$ cat src/shared/cvcfg_map.vh
`ifndef CVCFG_MAP_VH
`define CVCFG_MAP_VH
`define CVCFG_CMD_MARGIN_LOW 8'h26
`define CVCFG_CMD_SLEW 8'h27
`define CVCFG_CMD_LOAD_LINE 8'h28
`define CVCFG_CMD_LOOP_GAIN 8'h29
`define CVCFG_CMD_MON_SCALE 8'h2A
`define CVCFG_CMD_DUTY_MAX 8'h32
`define CVCFG_CMD_FREQ 8'h33
`define CVCFG_CMD_VIN_ON 8'h35
`define CVCFG_CMD_VIN_OFF 8'h36
`define CVCFG_CMD_SPREAD 8'h37
`define CVCFG_CMD_IOUT_OFS 8'h39
`define CVCFG_CMD_OV_LIMIT 8'h40
`define CVCFG_CMD_OV_REACT 8'h41
`define CVCFG_SLOT_MARGIN_LOW 4'h0
`define CVCFG_SLOT_SLEW 4'h1
`define CVCFG_SLOT_LOAD_LINE 4'h2
`define CVCFG_SLOT_LOOP_GAIN 4'h3
`define CVCFG_SLOT_MON_SCALE 4'h4
`define CVCFG_SLOT_DUTY_MAX 4'h5
`define CVCFG_SLOT_FREQ 4'h6
`define CVCFG_SLOT_VIN_ON 4'h7
`define CVCFG_SLOT_VIN_OFF 4'h8
`define CVCFG_SLOT_SPREAD 4'h9
`define CVCFG_SLOT_IOUT_OFS 4'hA
`define CVCFG_SLOT_OV_LIMIT 4'hB
`define CVCFG_SLOT_OV_REACT 4'hC
`define CVCFG_SLOT_NONE 4'hF
`define CVCFG_NSLOTS 13
`define CVCFG_RST_WORD 16'h0000
`define CVCFG_RST_OV_REACT 16'h0080
`define CVCFG_GROUP_HI 11
`define CVCFG_GROUP_LO 8
`define CVCFG_COUNT_HI 7
`define CVCFG_COUNT_LO 4
`define CVCFG_POS_HI 3
`define CVCFG_POS_LO 0
`define CVCFG_RESP_HI 7
`define CVCFG_RESP_LO 6
`define CVCFG_RETRY_HI 5
`define CVCFG_RETRY_LO 3
`define CVCFG_DELAY_HI 2
`define CVCFG_DELAY_LO 0
`define CVCFG_MODE_HI 7
`define CVCFG_MODE_LO 5
`define CVCFG_RESP_IGNORE 2'b00
`define CVCFG_RESP_DELAY 2'b01
`define CVCFG_RESP_DISABLE 2'b10
`define CVCFG_RESP_HOLD 2'b11
`define CVCFG_RETRY_NONE 3'b000
`define CVCFG_RETRY_FOREVER 3'b111
`define CVCFG_FMT_LINEAR 3'b000
`define CVCFG_FMT_IDCODE 3'b001
`define CVCFG_FMT_DIRECT 3'b010
`define CVCFG_DELAY_UNIT_US 1000
`define CVCFG_CLK_MHZ 125
`define CVCFG_DELAY_UNIT_CYC (`CVCFG_DELAY_UNIT_US * `CVCFG_CLK_MHZ)
`define CVCFG_RAMP_TICK_US 1
`define CVCFG_RAMP_TICK_CYC (`CVCFG_RAMP_TICK_US * `CVCFG_CLK_MHZ)
`endif

$ cat src/rtl/cvcfg_ov_timer.v
`include "cvcfg_map.vh"
module cvcfg_ov_timer #(
   parameter UNIT_CYC = `CVCFG_DELAY_UNIT_CYC
) (
   input wire clk_i,
   input wire resetn_i,
   input wire start_i,
   input wire clr_i,
   input wire [2:0] code_i,
   output wire busy_o,
   output wire done_o
);
   reg [23:0] cnt_q;
   reg busy_q;
   wire [23:0] unit_w;
   assign unit_w = UNIT_CYC[23:0];
   assign busy_o = busy_q;
   assign done_o = busy_q && (cnt_q == 24'h000001);
   // counts on the controller clock; cleared with the fault
   always @(posedge clk_i or negedge resetn_i) begin
      if (!resetn_i) begin
         cnt_q <= 24'h000000;
         busy_q <= 1'b0;
      end else if (clr_i) begin
         cnt_q <= 24'h000000;
         busy_q <= 1'b0;
      end else if (start_i) begin
         cnt_q <= unit_w << code_i;
         busy_q <= 1'b1;
      end else if (busy_q) begin
         cnt_q <= cnt_q - 24'h000001;
         busy_q <= (cnt_q != 24'h000001);
      end
   end
endmodule // cvcfg_ov_timer

$ cat src/rtl/cvcfg_regfile.v
`include "cvcfg_map.vh"
module cvcfg_regfile (
   input wire clk_i,
   input wire resetn_i,
   input wire wr_i,
   input wire [3:0] wslot_i,
   input wire [15:0] wdata_i,
   input wire [3:0] rslot_i,
   output reg [15:0] rdata_o,
   output wire [16*`CVCFG_NSLOTS-1:0] flat_o
);
   reg [15:0] mem_q [0:`CVCFG_NSLOTS-1];
   integer i;
   genvar g;
   always @(posedge clk_i or negedge resetn_i) begin
      if (!resetn_i) begin
         for (i = 0; i < `CVCFG_NSLOTS; i = i + 1) begin
            mem_q[i] <= `CVCFG_RST_WORD;
         end
         mem_q[`CVCFG_SLOT_OV_REACT] <= `CVCFG_RST_OV_REACT;
         rdata_o <= 16'h0000;
      end else begin
         if (wr_i && wslot_i < `CVCFG_NSLOTS) begin
            // reaction is a byte: upper bits stay zero
            if (wslot_i == `CVCFG_SLOT_OV_REACT) begin
               mem_q[wslot_i] <= {8'h00, wdata_i[7:0]};
            end else begin
               mem_q[wslot_i] <= wdata_i;
            end
         end
         if (rslot_i < `CVCFG_NSLOTS) begin
            rdata_o <= mem_q[rslot_i];
         end else begin
            rdata_o <= 16'h0000;
         end
      end
   end
   generate
      for (g = 0; g < `CVCFG_NSLOTS; g = g + 1) begin : g_flat
         assign flat_o[16*g+15:16*g] = mem_q[g];
      end
   endgenerate
endmodule // cvcfg_regfile

$ cat src/rtl/cvcfg_top.v
`include "cvcfg_map.vh"
module cvcfg_top #(
   parameter DELAY_UNIT_CYC = `CVCFG_DELAY_UNIT_CYC
) (
   input wire clk_i,
   input wire resetn_i,
   input wire cmd_valid_i,
   input wire cmd_write_i,
   input wire [7:0] cmd_code_i,
   input wire [15:0] cmd_wdata_i,
   output reg cmd_ack_o,
   output reg cmd_err_o,
   output wire [15:0] cmd_rdata_o,
   input wire [7:0] vout_mode_i,
   input wire [15:0] nominal_target_i,
   input wire margin_low_sel_i,
   input wire [15:0] vout_meas_i,
   input wire [15:0] vin_meas_i,
   input wire [15:0] iout_raw_i,
   input wire on_cmd_i,
   input wire clear_bit_i,
   input wire clear_faults_i,
   output reg [15:0] setpoint_o,
   output reg [2:0] vout_format_o,
   output reg [15:0] load_line_slope_o,
   output reg [15:0] loop_gain_o,
   output reg [15:0] monitor_scale_o,
   output reg [15:0] duty_max_pct_o,
   output reg [15:0] freq_khz_o,
   output reg [3:0] group_id_o,
   output reg [3:0] rail_count_o,
   output reg [3:0] phase_slot_o,
   output reg [15:0] iout_report_o,
   output reg conv_run_o,
   output wire output_enable_o,
   output reg ov_fault_o,
   output reg ov_latched_o,
   output wire [2:0] ov_state_o
);
   localparam ST_RUN = 3'd0;
   localparam ST_DELAY = 3'd1;
   localparam ST_WAIT = 3'd2;
   localparam ST_LATCH = 3'd3;
   localparam ST_HOLD = 3'd4;
   localparam integer RAMP_TICK_I = `CVCFG_RAMP_TICK_CYC;

   // command code to register slot
   function [3:0] slot_of;
      input [7:0] code;
      begin
         if (code == `CVCFG_CMD_MARGIN_LOW) slot_of = `CVCFG_SLOT_MARGIN_LOW;
         else if (code == `CVCFG_CMD_SLEW) slot_of = `CVCFG_SLOT_SLEW;
         else if (code == `CVCFG_CMD_LOAD_LINE) slot_of = `CVCFG_SLOT_LOAD_LINE;
         else if (code == `CVCFG_CMD_LOOP_GAIN) slot_of = `CVCFG_SLOT_LOOP_GAIN;
         else if (code == `CVCFG_CMD_MON_SCALE) slot_of = `CVCFG_SLOT_MON_SCALE;
         else if (code == `CVCFG_CMD_DUTY_MAX) slot_of = `CVCFG_SLOT_DUTY_MAX;
         else if (code == `CVCFG_CMD_FREQ) slot_of = `CVCFG_SLOT_FREQ;
         else if (code == `CVCFG_CMD_VIN_ON) slot_of = `CVCFG_SLOT_VIN_ON;
         else if (code == `CVCFG_CMD_VIN_OFF) slot_of = `CVCFG_SLOT_VIN_OFF;
         else if (code == `CVCFG_CMD_SPREAD) slot_of = `CVCFG_SLOT_SPREAD;
         else if (code == `CVCFG_CMD_IOUT_OFS) slot_of = `CVCFG_SLOT_IOUT_OFS;
         else if (code == `CVCFG_CMD_OV_LIMIT) slot_of = `CVCFG_SLOT_OV_LIMIT;
         else if (code == `CVCFG_CMD_OV_REACT) slot_of = `CVCFG_SLOT_OV_REACT;
         else slot_of = `CVCFG_SLOT_NONE;
      end
   endfunction

   // linear word to signed integer: 5-bit exponent, 11-bit mantissa
   function signed [31:0] lin_val;
      input [15:0] w;
      reg signed [31:0] m;
      reg signed [5:0] e;
      begin
         m = {{21{w[10]}}, w[10:0]};
         e = {w[15], w[15:11]};
         if (e[5]) begin
            lin_val = m >>> (-e);
         end else begin
            lin_val = m <<< e;
         end
      end
   endfunction

   // clamp a signed value into 16 unsigned bits
   function [15:0] sat16;
      input signed [31:0] v;
      begin
         if (v < 0) sat16 = 16'h0000;
         else if (v > 32'sd65535) sat16 = 16'hFFFF;
         else sat16 = v[15:0];
      end
   endfunction

   // command decode
   wire [16*`CVCFG_NSLOTS-1:0] regs_w;
   wire [3:0] cmd_slot_w;
   wire cmd_hit_w;
   wire reg_wr_w;
   assign cmd_slot_w = slot_of(cmd_code_i);
   assign cmd_hit_w = (cmd_slot_w != `CVCFG_SLOT_NONE);
   assign reg_wr_w = cmd_valid_i && cmd_write_i && cmd_hit_w;

   // command register storage
   cvcfg_regfile u_regs (
      .clk_i(clk_i),
      .resetn_i(resetn_i),
      .wr_i(reg_wr_w),
      .wslot_i(cmd_slot_w),
      .wdata_i(cmd_wdata_i),
      .rslot_i(cmd_slot_w),
      .rdata_o(cmd_rdata_o),
      .flat_o(regs_w)
   );

   // register slots unpacked
   wire [15:0] margin_low_w = regs_w[16*`CVCFG_SLOT_MARGIN_LOW +: 16];
   wire [15:0] slew_w = regs_w[16*`CVCFG_SLOT_SLEW +: 16];
   wire [15:0] load_line_w = regs_w[16*`CVCFG_SLOT_LOAD_LINE +: 16];
   wire [15:0] loop_gain_w = regs_w[16*`CVCFG_SLOT_LOOP_GAIN +: 16];
   wire [15:0] mon_scale_w = regs_w[16*`CVCFG_SLOT_MON_SCALE +: 16];
   wire [15:0] duty_w = regs_w[16*`CVCFG_SLOT_DUTY_MAX +: 16];
   wire [15:0] freq_w = regs_w[16*`CVCFG_SLOT_FREQ +: 16];
   wire [15:0] vin_on_w = regs_w[16*`CVCFG_SLOT_VIN_ON +: 16];
   wire [15:0] vin_off_w = regs_w[16*`CVCFG_SLOT_VIN_OFF +: 16];
   wire [15:0] spread_w = regs_w[16*`CVCFG_SLOT_SPREAD +: 16];
   wire [15:0] iout_ofs_w = regs_w[16*`CVCFG_SLOT_IOUT_OFS +: 16];
   wire [15:0] ov_limit_w = regs_w[16*`CVCFG_SLOT_OV_LIMIT +: 16];
   wire [15:0] ov_react_w = regs_w[16*`CVCFG_SLOT_OV_REACT +: 16];
   // reaction fields
   wire [1:0] resp_w = ov_react_w[`CVCFG_RESP_HI:`CVCFG_RESP_LO];
   wire [2:0] retry_w = ov_react_w[`CVCFG_RETRY_HI:`CVCFG_RETRY_LO];
   wire [2:0] delay_w = ov_react_w[`CVCFG_DELAY_HI:`CVCFG_DELAY_LO];

   // command handshake: one-cycle ack with read data registered
   always @(posedge clk_i or negedge resetn_i) begin
      if (!resetn_i) begin
         cmd_ack_o <= 1'b0;
         cmd_err_o <= 1'b0;
      end else begin
         cmd_ack_o <= cmd_valid_i;
         cmd_err_o <= cmd_valid_i && !cmd_hit_w;
      end
   end

   // static configuration outputs
   always @(posedge clk_i or negedge resetn_i) begin
      if (!resetn_i) begin
         vout_format_o <= 3'b000;
         load_line_slope_o <= 16'h0000;
         loop_gain_o <= 16'h0000;
         monitor_scale_o <= 16'h0000;
         duty_max_pct_o <= 16'h0000;
         freq_khz_o <= 16'h0000;
         group_id_o <= 4'h0;
         rail_count_o <= 4'h0;
         phase_slot_o <= 4'h0;
         iout_report_o <= 16'h0000;
      end else begin
         vout_format_o <= vout_mode_i[`CVCFG_MODE_HI:`CVCFG_MODE_LO];
         load_line_slope_o <= load_line_w;
         loop_gain_o <= loop_gain_w;
         monitor_scale_o <= mon_scale_w;
         duty_max_pct_o <= sat16(lin_val(duty_w));
         freq_khz_o <= sat16(lin_val(freq_w));
         group_id_o <= spread_w[`CVCFG_GROUP_HI:`CVCFG_GROUP_LO];
         rail_count_o <= spread_w[`CVCFG_COUNT_HI:`CVCFG_COUNT_LO];
         // position at or beyond the count wraps to phase zero, the sync driver's slot
         if (spread_w[`CVCFG_POS_HI:`CVCFG_POS_LO] < spread_w[`CVCFG_COUNT_HI:`CVCFG_COUNT_LO]) begin
            phase_slot_o <= spread_w[`CVCFG_POS_HI:`CVCFG_POS_LO];
         end else begin
            phase_slot_o <= 4'h0;
         end
         iout_report_o <= sat16(lin_val(iout_raw_i) + lin_val(iout_ofs_w));
      end
   end

   // setpoint ramp toward nominal or margin-low target
   reg [15:0] tick_q;
   wire [31:0] ramp_full_w = RAMP_TICK_I;
   wire [15:0] ramp_last_w = ramp_full_w[15:0] - 16'h0001;
   wire tick_w = (tick_q == ramp_last_w);
   wire [15:0] target_w = margin_low_sel_i ? margin_low_w : nominal_target_i;
   wire [15:0] step_raw_w = sat16(lin_val(slew_w));
   wire [15:0] step_w = (step_raw_w == 16'h0000) ? 16'h0001 : step_raw_w;
   wire [16:0] up_w = {1'b0, setpoint_o} + {1'b0, step_w};
   always @(posedge clk_i or negedge resetn_i) begin
      if (!resetn_i) begin
         tick_q <= 16'h0000;
         setpoint_o <= 16'h0000;
      end else begin
         tick_q <= tick_w ? 16'h0000 : tick_q + 16'h0001;
         if (tick_w) begin
            if (setpoint_o < target_w) begin
               setpoint_o <= (up_w[15:0] > target_w || up_w[16]) ? target_w : up_w[15:0];
            end else if (setpoint_o > target_w) begin
               setpoint_o <= (setpoint_o - target_w < step_w) ? target_w : setpoint_o - step_w;
            end
         end
      end
   end

   // input voltage hysteresis
   wire signed [31:0] vin_w = lin_val(vin_meas_i);
   always @(posedge clk_i or negedge resetn_i) begin
      if (!resetn_i) begin
         conv_run_o <= 1'b0;
      end else if (!conv_run_o && vin_w >= lin_val(vin_on_w)) begin
         conv_run_o <= 1'b1;
      end else if (conv_run_o && vin_w <= lin_val(vin_off_w)) begin
         conv_run_o <= 1'b0;
      end
   end

   // overvoltage detect and response
   reg on_prev_q;
   reg [2:0] state_q;
   reg [2:0] state_d;
   reg [2:0] tries_q;
   reg [2:0] tries_d;
   reg latched_d;
   reg tmr_start;
   reg fresh_latch;
   wire ov_now_w = (vout_meas_i > ov_limit_w);
   wire off_on_w = on_cmd_i && !on_prev_q;
   wire clear_w = clear_bit_i || clear_faults_i || off_on_w;
   wire tmr_done_w;
   wire tmr_busy_w;
   assign ov_state_o = state_q;

   // delay and retry interval timer
   cvcfg_ov_timer #(
      .UNIT_CYC(DELAY_UNIT_CYC)
   ) u_tmr (
      .clk_i(clk_i),
      .resetn_i(resetn_i),
      .start_i(tmr_start),
      .clr_i(clear_w),
      .code_i(delay_w),
      .busy_o(tmr_busy_w),
      .done_o(tmr_done_w)
   );

   // fault response next state
   always @* begin
      state_d = state_q;
      tries_d = tries_q;
      latched_d = ov_latched_o;
      tmr_start = 1'b0;
      case (state_q)
         ST_RUN: begin
            if (ov_now_w) begin
               if (resp_w == `CVCFG_RESP_DELAY) begin
                  state_d = ST_DELAY;
                  tmr_start = 1'b1;
               end else if (resp_w == `CVCFG_RESP_DISABLE) begin
                  if (retry_w == `CVCFG_RETRY_NONE) begin
                     state_d = ST_LATCH;
                     latched_d = 1'b1;
                  end else if (retry_w != `CVCFG_RETRY_FOREVER && tries_q >= retry_w) begin
                     state_d = ST_LATCH;
                     latched_d = 1'b1;
                  end else begin
                     state_d = ST_WAIT;
                     tmr_start = 1'b1;
                  end
               end else if (resp_w == `CVCFG_RESP_HOLD) begin
                  state_d = ST_HOLD;
               end
            end
         end
         ST_DELAY: begin
            if (!ov_now_w) begin
               state_d = ST_RUN;
            end else if (tmr_done_w) begin
               if (retry_w == `CVCFG_RETRY_NONE ||
                   (retry_w != `CVCFG_RETRY_FOREVER && tries_q >= retry_w)) begin
                  state_d = ST_LATCH;
                  latched_d = 1'b1;
               end else begin
                  state_d = ST_WAIT;
                  tmr_start = 1'b1;
               end
            end
         end
         ST_WAIT: begin
            // a stopped timer also ends the interval, so the wait cannot hang
            if (tmr_done_w || !tmr_busy_w) begin
               state_d = ST_RUN;
               if (retry_w != `CVCFG_RETRY_FOREVER) begin
                  tries_d = tries_q + 3'd1;
               end
            end
         end
         ST_LATCH: begin
            state_d = ST_LATCH;
         end
         ST_HOLD: begin
            if (!ov_now_w) begin
               state_d = ST_RUN;
            end
         end
         default: begin
            state_d = ST_RUN;
         end
      endcase
      // a latch-off raised in the same cycle as a clear survives it
      fresh_latch = latched_d && !ov_latched_o;
      if (clear_w && !fresh_latch) begin
         state_d = ST_RUN;
         tries_d = 3'd0;
         latched_d = 1'b0;
         tmr_start = 1'b0;
      end
   end

   // fault response registers
   always @(posedge clk_i or negedge resetn_i) begin
      if (!resetn_i) begin
         state_q <= ST_RUN;
         tries_q <= 3'd0;
         ov_latched_o <= 1'b0;
         ov_fault_o <= 1'b0;
         on_prev_q <= 1'b0;
      end else begin
         state_q <= state_d;
         tries_q <= tries_d;
         ov_latched_o <= latched_d;
         ov_fault_o <= ov_now_w;
         on_prev_q <= on_cmd_i;
      end
   end

   // response 00 and 01-delay keep the output running
   assign output_enable_o = on_cmd_i && conv_run_o &&
                            (state_q == ST_RUN || state_q == ST_DELAY) && !tmr_busy_w_wait(state_q);

   function tmr_busy_w_wait;
      input [2:0] st;
      begin
         tmr_busy_w_wait = (st == ST_WAIT);
      end
   endfunction
endmodule // cvcfg_top

$ cat config.mk
export PLATFORM = sky130hd
export DESIGN_NAME = cvcfg_top
export DESIGN_NICKNAME = d
export VERILOG_FILES = /design/src/rtl/cvcfg_ov_timer.v /design/src/rtl/cvcfg_regfile.v /design/src/rtl/cvcfg_top.v
export VERILOG_INCLUDE_DIRS = /design/src /design/src/shared
export SDC_FILE = /design/constraint.sdc
export NUM_CORES = 2
export LEC_CHECK = 0
export BUFFER_PORTS_ARGS = -buffer_cell sky130_fd_sc_hd__buf_2
export CELL_PAD_IN_SITES_DETAIL_PLACEMENT = 1
export CELL_PAD_IN_SITES_GLOBAL_PLACEMENT = 2
export CORE_ASPECT_RATIO = 1.1
export CORE_UTILIZATION = 38
export DETAILED_ROUTE_END_ITERATION = 6
export PLACE_DENSITY_LB_ADDON = 0.2
export SLEW_MARGIN = 20
export SYNTH_ARGS = -nofsm -noshare
export SYNTH_HDL_FRONTEND = slang
export SYNTH_SLANG_ARGS = --single-unit
$ cat constraint.sdc
create_clock -name clk_i -period 8.1 [get_ports clk_i]
set_input_delay 1.62 -clock clk_i [delete_from_list [all_inputs] [get_ports clk_i]]
set_output_delay 1.62 -clock clk_i [all_outputs]
set_load 0.05 [all_outputs]
==> run metrics <==
row count=113; crit path kind=flop to flop; CTS buffer count=48; CP Launch Type=flop; number of global-route vias before repair=30,810; drt first-iter violations=between 2,000 and 2,500; Yosys top cell area share=30.33%; clk root buf=clkbuf_16; required time of the critical path=8.62 ns; Port Buffers=250; Placer Congestion=0.9537; final instance area=0.03702 mm2; Final min period=7.679 ns; Synth Flop Type=dfrtp_1; Sum Neg Setup Slack=0 ns; Worst-Skew Late Latency=0.63 ns; residual DRC count=0; CTS max path bufs=3; worst slew pin tran=1.155 ns; Unique masters post-synth=100; setup bufs post-CTS=0; TritonCTS clock tree=done; first-pass GRT wire length=between 150,000 and 200,000 um; CP arrival=about 8.2 ns; Pint=3729 uW; P_sw=1712 uW; most common cell in the netlist=nand2_1; Yosys reg bits=a little over 400; routed via count=between 30,000 and 40,000; Cells after Synth=3,908; initial core utilization=between 30% and 40%; Switching Fraction=31.47%; CP top delay family=compound AO/OA/AOI/OAI gates; Fmax=~130 MHz; Comb pwr share=18.8%; status=complete, no violations; initial antenna violation count=6; YS warnings=0; DR WL/cell=24.04 um; number of flops mapped to enable cells by yosys=0; Critical Path End Type=flop; Syn Nets=around 4,200; largest net degree at the start of global routing=147; fin nets=4,306; RSZ-0062 raised after global routing=no; die area=0.08868 mm2; GR Util All Layers=27.69%; Final Max Tran Viols=0; Pre-Repair DR Iteration Count=5; Max stage delay cell, worst path=mux4_2; FFs w/ async S/R, synth=100.0%; Area Growth Syn to Fin=11.33%; VDD IR-drop max=0.0001439 V; top post-synthesis cells by area=dfrtp_1, ha_1, nand2_1; Mean Syn Cell Area=8.508 um2; Sink Count=404; Cell Pwr Density=~150 mW/mm2; hold crit path type=flop to flop; Final HPWL DP=between 90,000 and 100,000 um; sequential power share=39.0%; Rel. slew slack=22.27%; Die H=312.2 um; Die W=around 280 um; Worst-path clk slew=approximately 0.060 ns; Ports=256; core area=0.08653 mm2; Placed Area=0.03533 mm2; Clock Skew=0.02687 ns; Setup violations, final=0; maximum capacitance violations=0; fin crit share=94.81%; proportion of layout cells with a drive suffix above 1=17.25%; Post-Syn Area=0.03325 mm2; grt total ovfl=0; Crit path largest cell delay=0.59 ns; Routed Antenna Nets=0; register area share after synthesis=between 30% and 40%; Synth area leader=dfrtp_1; DR vias/cell=5.847; final wirelength=124,600 um; Clk pwr share=42.2%; Crit Path Max Fanout=32; CTS H-tree lvls=2; Crit path top cell by count=nand2_1; Final Hold Fails=0; Crit path buffers/inverters=2; Post-synth top cells=nand2_1, dfrtp_1, a21oi_1; Static Leak=0.01666 uW
==> final timing paths <==
| path | startpoint | endpoint | slack (ns) | cells past startpoint |
|---|---|---|---|---|
| max | u_regs.flat_o[28] | setpoint_o[2] | 0.42 | 28 |
| min | flop | loop_gain_o[3] | 0.40 | 0 |
| max reg2reg | u_regs.flat_o[28] | setpoint_o[2] | 0.42 | 28 |
| min reg2reg | flop | loop_gain_o[3] | 0.40 | 0 |
| max in group asynchronous | resetn_i | load_line_slope_o[0] | 5.86 | 2 |
| min in group asynchronous | resetn_i | u_tmr.cnt_q[0] | 0.93 | 1 |
==> layout by cell type (no fill, tap or decap), types with 79 or more instances in the layout <==
| cell | instances |
|---|---|
| nand2_1 | 550 |
| a21oi_1 | 350 |
| dfrtp_1 | 403 |
| o21ai_0 | 273 |
| mux2i_1 | 141 |
| inv_1 | 135 |
| buf_2 | 249 |
| nand3_1 | 121 |
| mux2_2 | 164 |
| ha_1 | 208 |
| nor2_1 | 233 |
| mux4_2 | 79 |
==> power groups by stage <==
| stage | Combinational [uW] | Clock [uW] | Sequential (uW) |
|---|---|---|---|
| after floorplan | 619 | 0 | 2200 |
| after global routing | 1120 | 2420 | 2130 |
| after detailed placement | 1020 | 0 | 2160 |
| after CTS | 1030 | 2360 | 2120 |
| final | 1020 | 2300 | 2120 |
| after global placement | 1010 | 0 | 2160 |
==> area by class of cell <==
class | instances | area (um2)
fillers | 10230 | 49510
multi-input cells | 3084 | 21520
flip-flops and latches | 404 | 10110
repair buffers | 310 | 1765
well taps | 1150 | 1439
clock buffers | 60 | 1296
inverters | 141 | 529.3
clock inverters | 30 | 336.6
diodes | 6 | 15.01
==> kinds of logic after synthesis <==
family          Yosys count  synth area share [%]
simple gates           1273                 17.73
buf+inv                 420                 5.024
fa+ha+maj               213                 8.106
flops                   404                 30.41
xor+xnor                101                 2.661
compound gates         1110                 20.82
mux                     387                 15.24
==> per-stage QoR <==
stage / setup slack [ns] / cells / power, uW / hold WS [ns] / util, %
finish: 0.4206 / 5185 / 5440 / 0.4003 / 42.78
global route: 0.03235 / 5180 / 5675 / 0.4127 / 42.76
CTS: 0.2603 / 5178 / 5505 / 0.4037 / 42.72
detailed placement: 0.2800 / 5088 / 3177 / 0.3849 / 40.83
global placement: 0.4035 / 5088 / 3164 / 0.3774 / 40.83
floorplan: 0.8460 / 3908 / 2815 / 0.3686 / -
==> layer usage <==
layer,track usage (%),up-vias,share of wire (%)
li1,-,14370,-
met4,11.41,2,4.5
met2,47.20,632,48
met3,3.124,181,3.7
met1,35.63,15130,43
met5,0,-,0.010
==> what timing repair did <==
item / 4_1_cts / 5_1_grt
hold buffers: 0 / 0
setup endpoints to repair: 0 / 14
gates resized for setup: 0 / 7
(Power assumes the default switching activity.)
